--- config.mk ---
export PLATFORM = sky130hd
export DESIGN_NAME = usb_port_protect
export DESIGN_NICKNAME = d
export VERILOG_FILES = /design/src/core/usb_port_pkg.sv /design/src/core/sync2.sv /design/src/core/usb_port_protect.sv
export VERILOG_INCLUDE_DIRS = /design/src /design/src/core
export SDC_FILE = /design/constraint.sdc
export NUM_CORES = 1
export LEC_CHECK = 0
export BUFFER_PORTS_ARGS = -buffer_cell sky130_fd_sc_hd__buf_2
export CORE_AREA = 2 2 168 170
export CTS_BUF_LIST = sky130_fd_sc_hd__clkbuf_8
export CTS_CLUSTER_DIAMETER = 200
export DETAILED_ROUTE_END_ITERATION = 6
export DIE_AREA = 0 0 170 172
export PLACE_DENSITY = 0.69
export SLEW_MARGIN = 25
export SYNTH_ARGS = -nofsm -noshare
export SYNTH_HDL_FRONTEND = slang
export SYNTH_SLANG_ARGS = --single-unit
export TNS_END_PERCENT = 30
--- constraint.sdc ---
create_clock -name clk -period 2.7 [get_ports clk]
set_input_delay 0.405 -clock clk [delete_from_list [all_inputs] [get_ports clk]]
set_output_delay 0.405 -clock clk [all_outputs]
set_load 0.02 [all_outputs]
--- src/core/usb_port_params.svh ---
`ifndef USB_PORT_PARAMS_SVH
`define USB_PORT_PARAMS_SVH

// ----------------------------------------
// clock
// ----------------------------------------
`define CLK_MHZ 100

// ----------------------------------------
// times in their own units, then cycles
// ----------------------------------------
`define OC_QUAL_US 1700
`define OC_QUAL_CYC (`OC_QUAL_US * `CLK_MHZ)
`define HIC_ON_MS 2
`define HIC_ON_CYC (`HIC_ON_MS * 1000 * `CLK_MHZ)
`define HIC_OFF_S 2
`define HIC_OFF_CYC (`HIC_OFF_S * 1000000 * `CLK_MHZ)
`define SC_OFF_US 80
`define SC_OFF_CYC (`SC_OFF_US * `CLK_MHZ)
`define DETACH_DIS_MS 30
`define DETACH_DIS_CYC (`DETACH_DIS_MS * 1000 * `CLK_MHZ)
`define FLT_DG_MS 2
`define FLT_DG_CYC (`FLT_DG_MS * 1000 * `CLK_MHZ)
`define TEMP_REC_S 16
`define TEMP_REC_CYC (`TEMP_REC_S * 1000000 * `CLK_MHZ)
`define START_DLY_US 100
`define START_DLY_CYC (`START_DLY_US * `CLK_MHZ)

// ----------------------------------------
// register map
// ----------------------------------------
`define CTRL_OFFS 12'h000
`define STATUS_OFFS 12'h004
`define CTRL_RESET 32'h0000_0001
`define CTRL_PORT_EN_BIT 0
`define RESP_OKAY 2'h0
`define RESP_SLVERR 2'h2

`endif

--- src/core/usb_port_pkg.sv ---
package usb_port_pkg;

	// configuration line class seen by the comparators
	typedef enum logic [1:0] {
		CC_OPEN = 2'h0,
		CC_RD = 2'h1,
		CC_RA = 2'h2
	} cc_class_t;

	// comparator and pin results
	typedef struct packed {
		logic oc;
		logic short_hit;
		logic in_ov;
		logic uvlo_ok;
		logic dline_ov;
		logic cc_ov;
		logic temp_hot;
		logic temp_cool;
		logic temp_tsd;
		logic vout_good;
		logic dp_06;
		logic legacy_strap;
		logic flt_pin;
		cc_class_t cc1;
		cc_class_t cc2;
	} cmp_t;

	typedef enum logic [4:0] {
		OC_NORMAL = 5'h01,
		OC_QUAL = 5'h02,
		OC_HIC_OFF = 5'h04,
		OC_HIC_ON = 5'h08,
		OC_SC_OFF = 5'h10
	} oc_state_t;

	typedef enum logic [1:0] {
		CC_UNATT = 2'h1,
		CC_ATT = 2'h2
	} cc_state_t;

endpackage

--- src/core/sync2.sv ---
`timescale 1ns/1ps
`default_nettype none

module sync2 #(
	parameter int W = 1
) (
	// clock
	input wire logic clk,
	input wire logic rst,
	// data
	input wire logic [W-1:0] d,
	output logic [W-1:0] q
);

	logic [W-1:0] meta_reg;

	always_ff @(posedge clk) begin
		if (rst) begin
			meta_reg <= '0;
			q <= '0;
		end else begin
			meta_reg <= d;
			q <= meta_reg;
		end
	end

endmodule

`default_nettype wire

--- src/core/usb_port_protect.sv ---
`timescale 1ns/1ps
`default_nettype none
`include "usb_port_params.svh"

module usb_port_protect #(
	parameter int unsigned QUAL_CYC = `OC_QUAL_CYC,
	parameter int unsigned HIC_ON_CYC = `HIC_ON_CYC,
	parameter int unsigned HIC_OFF_CYC = `HIC_OFF_CYC,
	parameter int unsigned SC_OFF_CYC = `SC_OFF_CYC,
	parameter int unsigned DIS_CYC = `DETACH_DIS_CYC,
	parameter int unsigned DG_CYC = `FLT_DG_CYC,
	parameter int unsigned REC_CYC = `TEMP_REC_CYC,
	parameter int unsigned START_CYC = `START_DLY_CYC
) (
	// clock and reset
	input wire logic clk,
	input wire logic rst,
	// comparator results, asynchronous
	input wire usb_port_pkg::cmp_t cmp_raw,
	// power path
	output logic switch_on,
	output logic in_discharge,
	output logic out_discharge,
	output logic vbus_on,
	// data lines
	output logic data_sw_on,
	output logic dm_drive_06,
	// configuration lines
	output logic cc1_rp_en,
	output logic cc2_rp_en,
	output logic rp_low_cap,
	output logic vconn_cc1,
	output logic vconn_cc2,
	// open-drain fault pin
	output logic fault_out_n_out,
	output logic fault_out_n_oe,
	// axi4-lite write
	input wire logic [11:0] s_axi_awaddr,
	input wire logic s_axi_awvalid,
	output logic s_axi_awready,
	input wire logic [31:0] s_axi_wdata,
	input wire logic [3:0] s_axi_wstrb,
	input wire logic s_axi_wvalid,
	output logic s_axi_wready,
	output logic [1:0] s_axi_bresp,
	output logic s_axi_bvalid,
	input wire logic s_axi_bready,
	// axi4-lite read
	input wire logic [11:0] s_axi_araddr,
	input wire logic s_axi_arvalid,
	output logic s_axi_arready,
	output logic [31:0] s_axi_rdata,
	output logic [1:0] s_axi_rresp,
	output logic s_axi_rvalid,
	input wire logic s_axi_rready
);

	usb_port_pkg::cmp_t cmp;
	usb_port_pkg::oc_state_t oc_state_reg;
	usb_port_pkg::cc_state_t cc_state_reg;
	logic [31:0] oc_cnt_reg, start_cnt_reg, dis_cnt_reg, dg_cnt_reg, rec_cnt_reg;
	logic [31:0] ctrl_reg;
	logic init_reg, legacy_reg, start_done_reg, dis_active_reg, detach_reg;
	logic low_cap_reg, flt_reg, data_sw_reg, dm_drive_reg, vconn1_reg, vconn2_reg;
	logic port_en, sink_seen, accessory, oc_cond, flt_imm;

	// ----------------------------------------
	// input synchronisers
	// ----------------------------------------
	sync2 #(.W($bits(usb_port_pkg::cmp_t))) u_sync (
		.clk(clk),
		.rst(rst),
		.d(cmp_raw),
		.q(cmp)
	);

	// ----------------------------------------
	// legacy strap and start-up delay
	// ----------------------------------------
	always_ff @(posedge clk) begin
		if (rst) begin
			init_reg <= 1'b0;
			legacy_reg <= 1'b0;
		end else if (!init_reg && cmp.uvlo_ok) begin
			init_reg <= 1'b1;
			legacy_reg <= cmp.legacy_strap;
		end
	end

	always_ff @(posedge clk) begin
		if (rst || !cmp.uvlo_ok) begin
			start_cnt_reg <= '0;
			start_done_reg <= 1'b0;
		end else if (!start_done_reg) begin
			start_cnt_reg <= start_cnt_reg + 32'h1;
			if (start_cnt_reg == START_CYC - 1)
				start_done_reg <= 1'b1;
		end
	end

	// ----------------------------------------
	// configuration line attach
	// ----------------------------------------
	assign sink_seen = (cmp.cc1 == usb_port_pkg::CC_RD) || (cmp.cc2 == usb_port_pkg::CC_RD);
	assign accessory = (cmp.cc1 == cmp.cc2) && (cmp.cc1 != usb_port_pkg::CC_OPEN);

	always_ff @(posedge clk) begin
		if (rst) begin
			cc_state_reg <= usb_port_pkg::CC_UNATT;
			detach_reg <= 1'b0;
			vconn1_reg <= 1'b0;
			vconn2_reg <= 1'b0;
		end else begin
			detach_reg <= 1'b0;
			case (cc_state_reg)
			usb_port_pkg::CC_UNATT: begin
				if (!legacy_reg && init_reg && sink_seen && !accessory) begin
					cc_state_reg <= usb_port_pkg::CC_ATT;
					vconn1_reg <= (cmp.cc1 == usb_port_pkg::CC_RA);
					vconn2_reg <= (cmp.cc2 == usb_port_pkg::CC_RA);
				end
			end
			usb_port_pkg::CC_ATT: begin
				if (!sink_seen || accessory || legacy_reg) begin
					cc_state_reg <= usb_port_pkg::CC_UNATT;
					detach_reg <= 1'b1;
					vconn1_reg <= 1'b0;
					vconn2_reg <= 1'b0;
				end
			end
			default: cc_state_reg <= usb_port_pkg::CC_UNATT;
			endcase
		end
	end

	assign vbus_on = legacy_reg || (cc_state_reg == usb_port_pkg::CC_ATT);
	assign vconn_cc1 = vconn1_reg;
	assign vconn_cc2 = vconn2_reg;
	assign cc1_rp_en = 1'b1;
	assign cc2_rp_en = 1'b1;

	// ----------------------------------------
	// detach discharge
	// ----------------------------------------
	always_ff @(posedge clk) begin
		if (rst) begin
			dis_cnt_reg <= '0;
			dis_active_reg <= 1'b0;
		end else if (detach_reg) begin
			dis_cnt_reg <= '0;
			dis_active_reg <= 1'b1;
		end else if (dis_active_reg) begin
			dis_cnt_reg <= dis_cnt_reg + 32'h1;
			if (dis_cnt_reg == DIS_CYC - 1)
				dis_active_reg <= 1'b0;
		end
	end

	assign in_discharge = cmp.in_ov || dis_active_reg;
	assign out_discharge = dis_active_reg;

	// ----------------------------------------
	// temperature load shedding
	// ----------------------------------------
	always_ff @(posedge clk) begin
		if (rst) begin
			low_cap_reg <= 1'b0;
			rec_cnt_reg <= '0;
		end else if (cmp.temp_hot) begin
			low_cap_reg <= 1'b1;
			rec_cnt_reg <= '0;
		end else if (low_cap_reg && cmp.temp_cool) begin
			rec_cnt_reg <= rec_cnt_reg + 32'h1;
			if (rec_cnt_reg == REC_CYC - 1)
				low_cap_reg <= 1'b0;
		end else begin
			rec_cnt_reg <= '0;
		end
	end

	assign rp_low_cap = low_cap_reg;

	// ----------------------------------------
	// over-current and short handling
	// ----------------------------------------
	assign port_en = vbus_on && start_done_reg && ctrl_reg[`CTRL_PORT_EN_BIT] && !cmp.temp_tsd;

	always_ff @(posedge clk) begin
		if (rst || !port_en) begin
			oc_state_reg <= usb_port_pkg::OC_NORMAL;
			oc_cnt_reg <= '0;
		end else begin
			oc_cnt_reg <= oc_cnt_reg + 32'h1;
			case (oc_state_reg)
			usb_port_pkg::OC_NORMAL: begin
				oc_cnt_reg <= '0;
				if (cmp.short_hit)
					oc_state_reg <= usb_port_pkg::OC_SC_OFF;
				else if (cmp.oc)
					oc_state_reg <= usb_port_pkg::OC_QUAL;
			end
			usb_port_pkg::OC_QUAL: begin
				if (cmp.short_hit) begin
					oc_state_reg <= usb_port_pkg::OC_SC_OFF;
					oc_cnt_reg <= '0;
				end else if (!cmp.oc) begin
					oc_state_reg <= usb_port_pkg::OC_NORMAL;
					oc_cnt_reg <= '0;
				end else if (oc_cnt_reg == QUAL_CYC - 1) begin
					oc_state_reg <= usb_port_pkg::OC_HIC_OFF;
					oc_cnt_reg <= '0;
				end
			end
			usb_port_pkg::OC_HIC_OFF: begin
				if (oc_cnt_reg == HIC_OFF_CYC - 1) begin
					oc_state_reg <= usb_port_pkg::OC_HIC_ON;
					oc_cnt_reg <= '0;
				end
			end
			usb_port_pkg::OC_HIC_ON: begin
				if (cmp.short_hit) begin
					oc_state_reg <= usb_port_pkg::OC_HIC_OFF;
					oc_cnt_reg <= '0;
				end else if (oc_cnt_reg == HIC_ON_CYC - 1) begin
					oc_cnt_reg <= '0;
					if (cmp.oc)
						oc_state_reg <= usb_port_pkg::OC_HIC_OFF;
					else
						oc_state_reg <= usb_port_pkg::OC_NORMAL;
				end
			end
			usb_port_pkg::OC_SC_OFF: begin
				if (oc_cnt_reg == SC_OFF_CYC - 1) begin
					oc_state_reg <= usb_port_pkg::OC_HIC_ON;
					oc_cnt_reg <= '0;
				end
			end
			default: oc_state_reg <= usb_port_pkg::OC_NORMAL;
			endcase
		end
	end

	// fast path: a short cuts the switch before the state moves
	assign switch_on = port_en && !cmp.short_hit &&
		(oc_state_reg == usb_port_pkg::OC_NORMAL || oc_state_reg == usb_port_pkg::OC_QUAL ||
		oc_state_reg == usb_port_pkg::OC_HIC_ON);

	// ----------------------------------------
	// data lines
	// ----------------------------------------
	always_ff @(posedge clk) begin
		if (rst) begin
			data_sw_reg <= 1'b0;
			dm_drive_reg <= 1'b0;
		end else begin
			data_sw_reg <= !cmp.dline_ov;
			dm_drive_reg <= cmp.dp_06;
		end
	end

	assign data_sw_on = data_sw_reg;
	assign dm_drive_06 = dm_drive_reg;

	// ----------------------------------------
	// fault pin
	// ----------------------------------------
	assign oc_cond = cmp.oc || cmp.short_hit || (oc_state_reg == usb_port_pkg::OC_HIC_OFF) ||
		(oc_state_reg == usb_port_pkg::OC_SC_OFF);
	assign flt_imm = cmp.in_ov || cmp.dline_ov || cmp.cc_ov || cmp.temp_tsd;

	always_ff @(posedge clk) begin
		if (rst || !oc_cond)
			dg_cnt_reg <= '0;
		else if (dg_cnt_reg != DG_CYC - 1)
			dg_cnt_reg <= dg_cnt_reg + 32'h1;
	end

	always_ff @(posedge clk) begin
		if (rst)
			flt_reg <= 1'b0;
		else if (flt_imm || (oc_cond && dg_cnt_reg == DG_CYC - 1))
			flt_reg <= 1'b1;
		else if (!oc_cond && cmp.vout_good)
			flt_reg <= 1'b0;
	end

	assign fault_out_n_out = 1'b0;
	assign fault_out_n_oe = flt_reg;

	// ----------------------------------------
	// axi4-lite slave
	// ----------------------------------------
	logic aw_full_reg, w_full_reg;
	logic [11:0] awaddr_reg;
	logic [31:0] wdata_reg;
	logic [3:0] wstrb_reg;

	assign s_axi_awready = !aw_full_reg;
	assign s_axi_wready = !w_full_reg;
	assign s_axi_arready = !s_axi_rvalid;

	always_ff @(posedge clk) begin
		if (rst) begin
			aw_full_reg <= 1'b0;
			w_full_reg <= 1'b0;
			awaddr_reg <= '0;
			wdata_reg <= '0;
			wstrb_reg <= '0;
			s_axi_bvalid <= 1'b0;
			s_axi_bresp <= `RESP_OKAY;
			ctrl_reg <= `CTRL_RESET;
		end else begin
			if (s_axi_awvalid && !aw_full_reg) begin
				aw_full_reg <= 1'b1;
				awaddr_reg <= s_axi_awaddr;
			end
			if (s_axi_wvalid && !w_full_reg) begin
				w_full_reg <= 1'b1;
				wdata_reg <= s_axi_wdata;
				wstrb_reg <= s_axi_wstrb;
			end
			if (s_axi_bvalid && s_axi_bready)
				s_axi_bvalid <= 1'b0;
			if (aw_full_reg && w_full_reg && !s_axi_bvalid) begin
				aw_full_reg <= 1'b0;
				w_full_reg <= 1'b0;
				s_axi_bvalid <= 1'b1;
				s_axi_bresp <= `RESP_SLVERR;
				if (awaddr_reg[11:2] == `CTRL_OFFS >> 2) begin
					s_axi_bresp <= `RESP_OKAY;
					for (int i = 0; i < 4; i++) begin
						if (wstrb_reg[i])
							ctrl_reg[8*i +: 8] <= wdata_reg[8*i +: 8];
					end
				end else if (awaddr_reg[11:2] == `STATUS_OFFS >> 2) begin
					s_axi_bresp <= `RESP_OKAY;
				end
			end
		end
	end

	always_ff @(posedge clk) begin
		if (rst) begin
			s_axi_rvalid <= 1'b0;
			s_axi_rdata <= '0;
			s_axi_rresp <= `RESP_OKAY;
		end else if (s_axi_arvalid && !s_axi_rvalid) begin
			s_axi_rvalid <= 1'b1;
			s_axi_rresp <= `RESP_OKAY;
			if (s_axi_araddr[11:2] == `CTRL_OFFS >> 2) begin
				s_axi_rdata <= ctrl_reg;
			end else if (s_axi_araddr[11:2] == `STATUS_OFFS >> 2) begin
				s_axi_rdata <= {16'h0, cmp.flt_pin, flt_reg, low_cap_reg, vconn2_reg,
					vconn1_reg, vbus_on, legacy_reg, start_done_reg, 3'h0, oc_state_reg};
			end else begin
				s_axi_rdata <= '0;
				s_axi_rresp <= `RESP_SLVERR;
			end
		end else if (s_axi_rvalid && s_axi_rready) begin
			s_axi_rvalid <= 1'b0;
		end
	end
endmodule

`default_nettype wire

==> results.md, run 1 <==
• outcome: finished, final reports clean
• most common cell after layout, fill and taps aside: sky130_fd_sc_hd__dfxtp_1
• post-route ant nets: 0
• I/O pin count: 138
• Post-synth EDFFs: 0
• number of setup violations in the final report: 0
• placed instance count: 1963
• final cell count without fillers: 2059
• crit end category: output pin
• core region area: 27500 um2
• crit path max fanout: 6
• critical path required time: 2.30 ns
• Max-cap violations: 0
• pin count of the biggest net entering global routing: 131
• drt wl/cell: 14.0 um
• area occupied by multi-input gates: 6540 um2
• relative max-transition margin: 0.538
• sequential power share: 0.508
• count of mapped cells out of synthesis: 1542
• horizontal die dimension: 170 um
• antenna violations before repair: 0
• HPWL after DPL: 20000 um
• sequential element share of the synthesized area: 0.485
• worst hold slack after final layout: 0.0394 ns
• critical path's largest stage delay: 0.34 ns
• Syn Std Cell Area: 13500 um2
• clk root buf: sky130_fd_sc_hd__clkbuf_8
• first-pass GRT wire length: 48200 um
• total internal power: 7.59 mW
• unrepaired setup endpoints after global routing: no
• Synth Register Bits: 328
• Metal-1 WL: 13500 um
• FF/Latch Area: 6570 um2
• Row Count: 61
• met3 wire length: 1360 um
• WP data arrival: 2.01 ns
• area of all placed cells without fillers: 15600 um2
• number of filler cells placed in the layout: 2566
• CTS HTree Levels: 2
• GRT Util Overall: 0.198
• Post-Route Setup TNS: 0 ns
• floorplan die area: 29200 um2
• violation count after the first detailed-routing iteration: 470
• Total Routed Length: 28800 um
• synthesis warning total: 0
• crit path kind: reg2out
• Post-route DRC: 0
• top sig layer: met4
• vias per cell: 5.18
• number of antenna cells inserted: 0
• power density cells: 627 nW/um2
• final weighted congestion in routability-driven placement: 0.829
• cell type with the largest total area after synthesis: sky130_fd_sc_hd__dfxtp_1
• top library cells by usage in the layout, fill and taps aside: 328 x sky130_fd_sc_hd__dfxtp_1, 204 x sky130_fd_sc_hd__nand2_1, 203 x sky130_fd_sc_hd__nor2_1, 127 x sky130_fd_sc_hd__buf_2, 98 x sky130_fd_sc_hd__a21oi_1
• area delta synth->final: 15.3%
• maximum buffer depth of the clock tree: 3
• number of global-route vias before repair: 10100
• per-instance average area after synthesis: 8.78 um2
• routed vias: 10700
• Post-layout nets: 1762
• Fmax: 0.414 GHz
• ratio of cells with drive above 1 in the final layout: 0.182
• worst-path cell with the longest stage delay: sky130_fd_sc_hd__dfxtp_1
• starting density of the core: 0.492
• TritonCTS clock tree: yes
• total global routing overflow: 0
• clock insertion delay at the later pin of the skew report: 0.58 ns
• minimum period implied by the final worst setup slack: 2.41 ns
• clock sinks: 328
• final count of pins violating max slew: 0
• static leakage: 5.67 nW
• part of the total power dissipated in the clock network: 0.458
• Worst Tran Pin Value: 0.687 ns
• Tcrit/Tclk final: 0.894
• number of buffers inserted during clock tree synthesis: 53
• Most used DFF post-synth: sky130_fd_sc_hd__dfxtp_1
• gate family responsible for the most delay along the worst path: simple AND/OR/NAND/NOR gates
• min-delay worst type: in2reg
• vertical die dimension: 172 um
• sum of buffers and inverters on the critical path: 2
• combinational share of power: 0.035
• largest vdd supply drop: 407 uV
• asr flop ratio synth: 0
• power spent charging and discharging nets: 2.20 mW
• DR WL met2: 13400 um
• clock transition time at the flip-flop clock pins of the worst setup and hold paths: 0.06 ns
• post-placement cell area: 14400 um2
• Yosys top cell area share: 0.485
• first-pass iteration count of the detailed router: 6
• Clock Skews: 0.0164 ns
• startpoint class of the critical path: flip-flop
• number of different library cells in the post-synthesis netlist: 68
• net switching share of the total power: 0.225
• main area contributors after synthesis: sky130_fd_sc_hd__dfxtp_1 49%, sky130_fd_sc_hd__nand2_1 5.7%, sky130_fd_sc_hd__nor2_1 5.6%, sky130_fd_sc_hd__xor2_1 5.6%, sky130_fd_sc_hd__xnor2_1 3.9%
• Hold Violations, Final: 0
• port bufs: 128
• cell chain of the critical path: nor2b_2 -> nor2_1 -> inv_1 -> nand4b_1 -> nor3_1 -> buf_2
==> power groups by stage <==
stage	clock [mW]	combinational, mW	sequential (mW)
finish	4.48	0.338	4.97
global route	4.81	0.381	4.97
CTS	4.59	0.343	4.97
detailed placement	0	0.341	5.07
global placement	0	0.336	5.07
floorplan	0	0.222	5.06
==> final timing paths <==
check	startpoint	end	slack, ns	cells past startpoint
min reg2reg	u_sync.q[12]	data_sw_on	0.43	1
max	cc_state_reg[1]	switch_on	0.29	6
min	cmp_raw[8]	u_sync.meta_reg[8]	0.04	2
max reg2reg	oc_cnt_reg[0]	oc_cnt_reg[27]	0.30	8
==> timing repair <==
action | in CTS | in global routing
endpoints found under the hold margin | 1 | 0
hold buffers | 1 | 0
gates resized for setup | 0 | 1
setup buffers | 0 | 0
endpoints found under the setup margin | 0 | 1
==> synth_stat cells, types with 3 or more instances <==
cell type and count:
sky130_fd_sc_hd__nor4b_1 9, sky130_fd_sc_hd__buf_4 5, sky130_fd_sc_hd__nor3_2 7, sky130_fd_sc_hd__buf_6 6
sky130_fd_sc_hd__dfxtp_1 328, sky130_fd_sc_hd__nor2b_1 45, sky130_fd_sc_hd__o21ai_0 14, sky130_fd_sc_hd__nand4_1 45
sky130_fd_sc_hd__and4_1 8, sky130_fd_sc_hd__or3_1 14, sky130_fd_sc_hd__mux2i_1 7, sky130_fd_sc_hd__inv_1 27
sky130_fd_sc_hd__nand2_1 204, sky130_fd_sc_hd__buf_2 6, sky130_fd_sc_hd__a21oi_1 98, sky130_fd_sc_hd__nand4_2 3
sky130_fd_sc_hd__nor4_2 7, sky130_fd_sc_hd__nor2_2 30, sky130_fd_sc_hd__nor3b_1 4, sky130_fd_sc_hd__and3_1 20
sky130_fd_sc_hd__nor4_1 18, sky130_fd_sc_hd__o21a_1 4, sky130_fd_sc_hd__nor2_1 203, sky130_fd_sc_hd__nand3b_1 4
sky130_fd_sc_hd__or2_2 7, sky130_fd_sc_hd__nand3_1 79, sky130_fd_sc_hd__nand4b_1 3, sky130_fd_sc_hd__xor2_1 86
sky130_fd_sc_hd__ha_1 5, sky130_fd_sc_hd__nand2b_1 3, sky130_fd_sc_hd__xnor2_1 60, sky130_fd_sc_hd__nor3_1 32
sky130_fd_sc_hd__or4_1 7, sky130_fd_sc_hd__a22oi_1 31, sky130_fd_sc_hd__clkbuf_1 55, sky130_fd_sc_hd__mux2_2 13
sky130_fd_sc_hd__and2_1 6
==> layout make-up <==
cell class | count | area share
clock buffers | 71 | 0.0626
clock inverters | 24 | 0.0107
inverters | 27 | 0.00650
multi-input cells | 1116 | 0.419
flip-flops and latches | 328 | 0.421
well taps | 346 | 0.0278
repair buffers | 147 | 0.0524
==> through the flow <==
stage / utilization / worst slack [ns] / power (mW)
after global placement: 0.526 / 0.378 / 5.41
after CTS: 0.568 / 0.0958 / 9.90
after global routing: 0.568 / 0.132 / 10.2
after floorplan: - / 0.568 / 5.28
after detailed placement: 0.526 / 0.323 / 5.41
final: 0.568 / 0.286 / 9.79
==> kinds of logic (layout without fill, tap and decap cells) <==
kind of cell / Yosys count / in the layout / share of synthesized area
compound gates: 164 / 164 / 0.0723
xor+xnor: 146 / 146 / 0.0945
fa+ha+maj: 5 / 5 / 0.00462
buf+inv: 101 / 269 / 0.0333
flops: 328 / 328 / 0.485
mux: 20 / 20 / 0.0160
other cells: 2 / 5 / 0.000555
simple gates: 776 / 776 / 0.293
==> per-layer routing <==
| layer | GRT usage | vias up |
|---|---|---|
| met5 | 0 | - |
| met4 | 0.0609 | 0 |
| met3 | 0.0426 | 38 |
| met2 | 0.325 | 201 |
| met1 | 0.262 | 4941 |
| li1 | - | 5495 |
==> worst register-to-register path, delay by kind of cell (launching register included) <==
family	cells	cell delay (ns)
buffers and inverters	1	0.25
adders and majority gates	1	0.26
AOI/OAI and AO/OA	2	0.34
DFF	1	0.38
and+or+nand+nor	4	1.06
No activity file was read; power rests on OpenSTA's default activity.
==> inputs of run 2 (changes only) <==
- HOLD_SLACK_MARGIN: not set -> 0.06
==> results.md, run 2 (synthesis results as in run 1) <==
• GRT Util Overall: 0.204, +0.00594
• first-pass iteration count of the detailed router: 5, -1
• clock transition time at the flip-flop clock pins of the worst setup and hold paths: 0.06 ns, about the same
• Post-Route Setup TNS: 0 ns, unchanged
• vertical die dimension: 172 um, unchanged
• Hold Violations, Final: 0, unchanged
• pin count of the biggest net entering global routing: 131, unchanged
• final count of pins violating max slew: 0, unchanged
• Clock Skews: 0.0161 ns, -0.000250 ns
• core region area: 27500 um2, unchanged
• power density cells: 609 nW/um2, -3.0%
• number of filler cells placed in the layout: 2467, -3.9%
• outcome: finished, final reports clean
• CTS HTree Levels: 2, unchanged
• post-route ant nets: 0, unchanged
• post-layout total power: 9.86 mW, +0.73%
• clk root buf: sky130_fd_sc_hd__clkbuf_8
• number of global-route vias before repair: 10500, +3.8%
• ratio of cells with drive above 1 in the final layout: 0.176, -0.00606
• clock sinks: 328, unchanged
• clock insertion delay at the later pin of the skew report: 0.58 ns, about the same
• antenna violations before repair: 1, +1
• crit path kind: reg2out
• minimum period implied by the final worst setup slack: 2.41 ns, -0.0000500 ns
• part of the total power dissipated in the clock network: 0.454, -0.004
• floorplan die area: 29200 um2, unchanged
• largest vdd supply drop: 420 uV, +3.2%
• horizontal die dimension: 170 um, unchanged
• first-pass GRT wire length: 49700 um, +3.1%
• global routing usage on met3: 0.0378, -0.00481
• violation count after the first detailed-routing iteration: 448, -4.7%
• sequential power share: 0.504, -0.004
• maximum buffer depth of the clock tree: 3, unchanged
• area delta synth->final: 19.7%
• met1 global-route usage: 0.267, +0.00488
• min-delay worst type: in2reg
• TritonCTS clock tree: yes
• critical path required time: 2.30 ns, about the same
• HPWL after DPL: 20000 um, unchanged
• vias per cell: 5.15, -0.66%
• Row Count: 61, unchanged
• net switching share of the total power: 0.225, about the same
• Tcrit/Tclk final: 0.894, about the same
• drt wl/cell: 14.0 um, -0.11%
• I/O pin count: 138, unchanged
• number of buffers inserted during clock tree synthesis: 53, unchanged
• top library cells by usage in the layout, fill and taps aside: 328 x sky130_fd_sc_hd__dfxtp_1, 204 x sky130_fd_sc_hd__nand2_1, 203 x sky130_fd_sc_hd__nor2_1, 127 x sky130_fd_sc_hd__buf_2, 98 x sky130_fd_sc_hd__a21oi_1
• combinational share of power: 0.041, +0.006
• WP data arrival: 2.01 ns, about the same
• total global routing overflow: 0, unchanged
• Worst Tran Pin Value: 0.687 ns, +0.000185 ns
• Total Routed Length: 29700 um, +2.8%
• total internal power: 7.64 mW, +0.73%
• starting density of the core: 0.492, unchanged
• crit end category: output pin
• relative max-transition margin: 0.538, about the same
• unrepaired setup endpoints after global routing: no
• M2 GR Usage: 0.343, +0.0176
• number of setup violations in the final report: 0, unchanged
• Max-cap violations: 0, unchanged
• Post-layout nets: 1821, +3.3%
• startpoint class of the critical path: flip-flop
• static leakage: 5.92 nW, +4.3%
• port bufs: 128, unchanged
• Fmax: 0.414 GHz, about the same
• crit path max fanout: 6, unchanged
• global routing's busiest layer: met2
• final weighted congestion in routability-driven placement: 0.829, unchanged
• power spent charging and discharging nets: 2.21 mW, +0.71%
• most common cell after layout, fill and taps aside: sky130_fd_sc_hd__dfxtp_1
• Post-route DRC: 0, unchanged
• routed vias: 10900, +2.2%
[run 2: changes by cell type in the layout (fill, tap and decap cells not counted)]
cell / before / now
sky130_fd_sc_hd__dlygate4sd3_1: 1 / 60
sky130_fd_sc_hd__diode_2: 0 / 1
[run 2: stage by stage]
step / cell area (um2) / hold slack (ns) / util / setup WS [ns] / cells
global route: 16200 / 0.0785 / 0.589 / 0.132 / 2119
finish: 16200 / 0.100 / 0.589 / 0.286 / 2119
detailed placement: 14400 / 0.418 / 0.526 / 0.323 / 1963
floorplan: 13500 / 0.386 / - / 0.568 / 1545
global placement: 14400 / 0.415 / 0.526 / 0.378 / 1963
CTS: 16200 / 0.0600 / 0.589 / 0.0958 / 2118
[run 2: cell type report]
| cell class | count | area, um2 | share of cell area |
|---|---|---|---|
| antenna | 1 | 2.50 | 0.000155 |
| clock buffer | 71 | 977 | 0.0604 |
| clock inverter | 24 | 166 | 0.0103 |
| inverter | 27 | 101 | 0.00626 |
| multi-input combinational | 1116 | 6540 | 0.404 |
| sequential | 328 | 6570 | 0.406 |
| tap | 346 | 433 | 0.0267 |
| timing repair buffer | 206 | 1410 | 0.0869 |
[run 2: final timing paths]
| path | start | end | slack [ns] | cells after the start |
|---|---|---|---|---|
| max | cc_state_reg[1] | switch_on | 0.29 | 6 |
| min | s_axi_rready | s_axi_rvalid | 0.10 | 2 |
| max reg2reg | oc_cnt_reg[0] | oc_cnt_reg[27] | 0.30 | 8 |
| min reg2reg | u_sync.q[12] | data_sw_on | 0.42 | 1 |
[run 2: timing repair]
action	CTS	global route
hold buffers	60	0
hold endpoints to repair	60	0
gates resized for setup	0	1
buffers inserted	0	0
setup endpoints to repair	0	1
[run 2: power groups by stage]
stage,sequential (mW),combinational (mW),clock [mW]
global placement,5.07,0.336,0
floorplan,5.06,0.222,0
global route,4.97,0.456,4.82
finish,4.97,0.409,4.48
CTS,4.97,0.408,4.59
detailed placement,5.07,0.341,0
[run 2: worst max-delay path, cell delays in order, from the launching register on]
cell	delay [ns]
sky130_fd_sc_hd__dfxtp_1	0.34
sky130_fd_sc_hd__nor2b_2	0.24
sky130_fd_sc_hd__nor2_1	0.12
sky130_fd_sc_hd__inv_1	0.14
sky130_fd_sc_hd__nand4b_1	0.17
sky130_fd_sc_hd__nor3_1	0.22
sky130_fd_sc_hd__buf_2	0.21
[run 2: routing by layer]
metal | share of wire | vias to the layer above | wire length, um
met5 | 0 | - | 0
met4 | 0.019 | 0 | 558
met3 | 0.041 | 44 | 1230
met2 | 0.47 | 206 | 14000
met1 | 0.47 | 5054 | 13900
li1 | - | 5610 | -
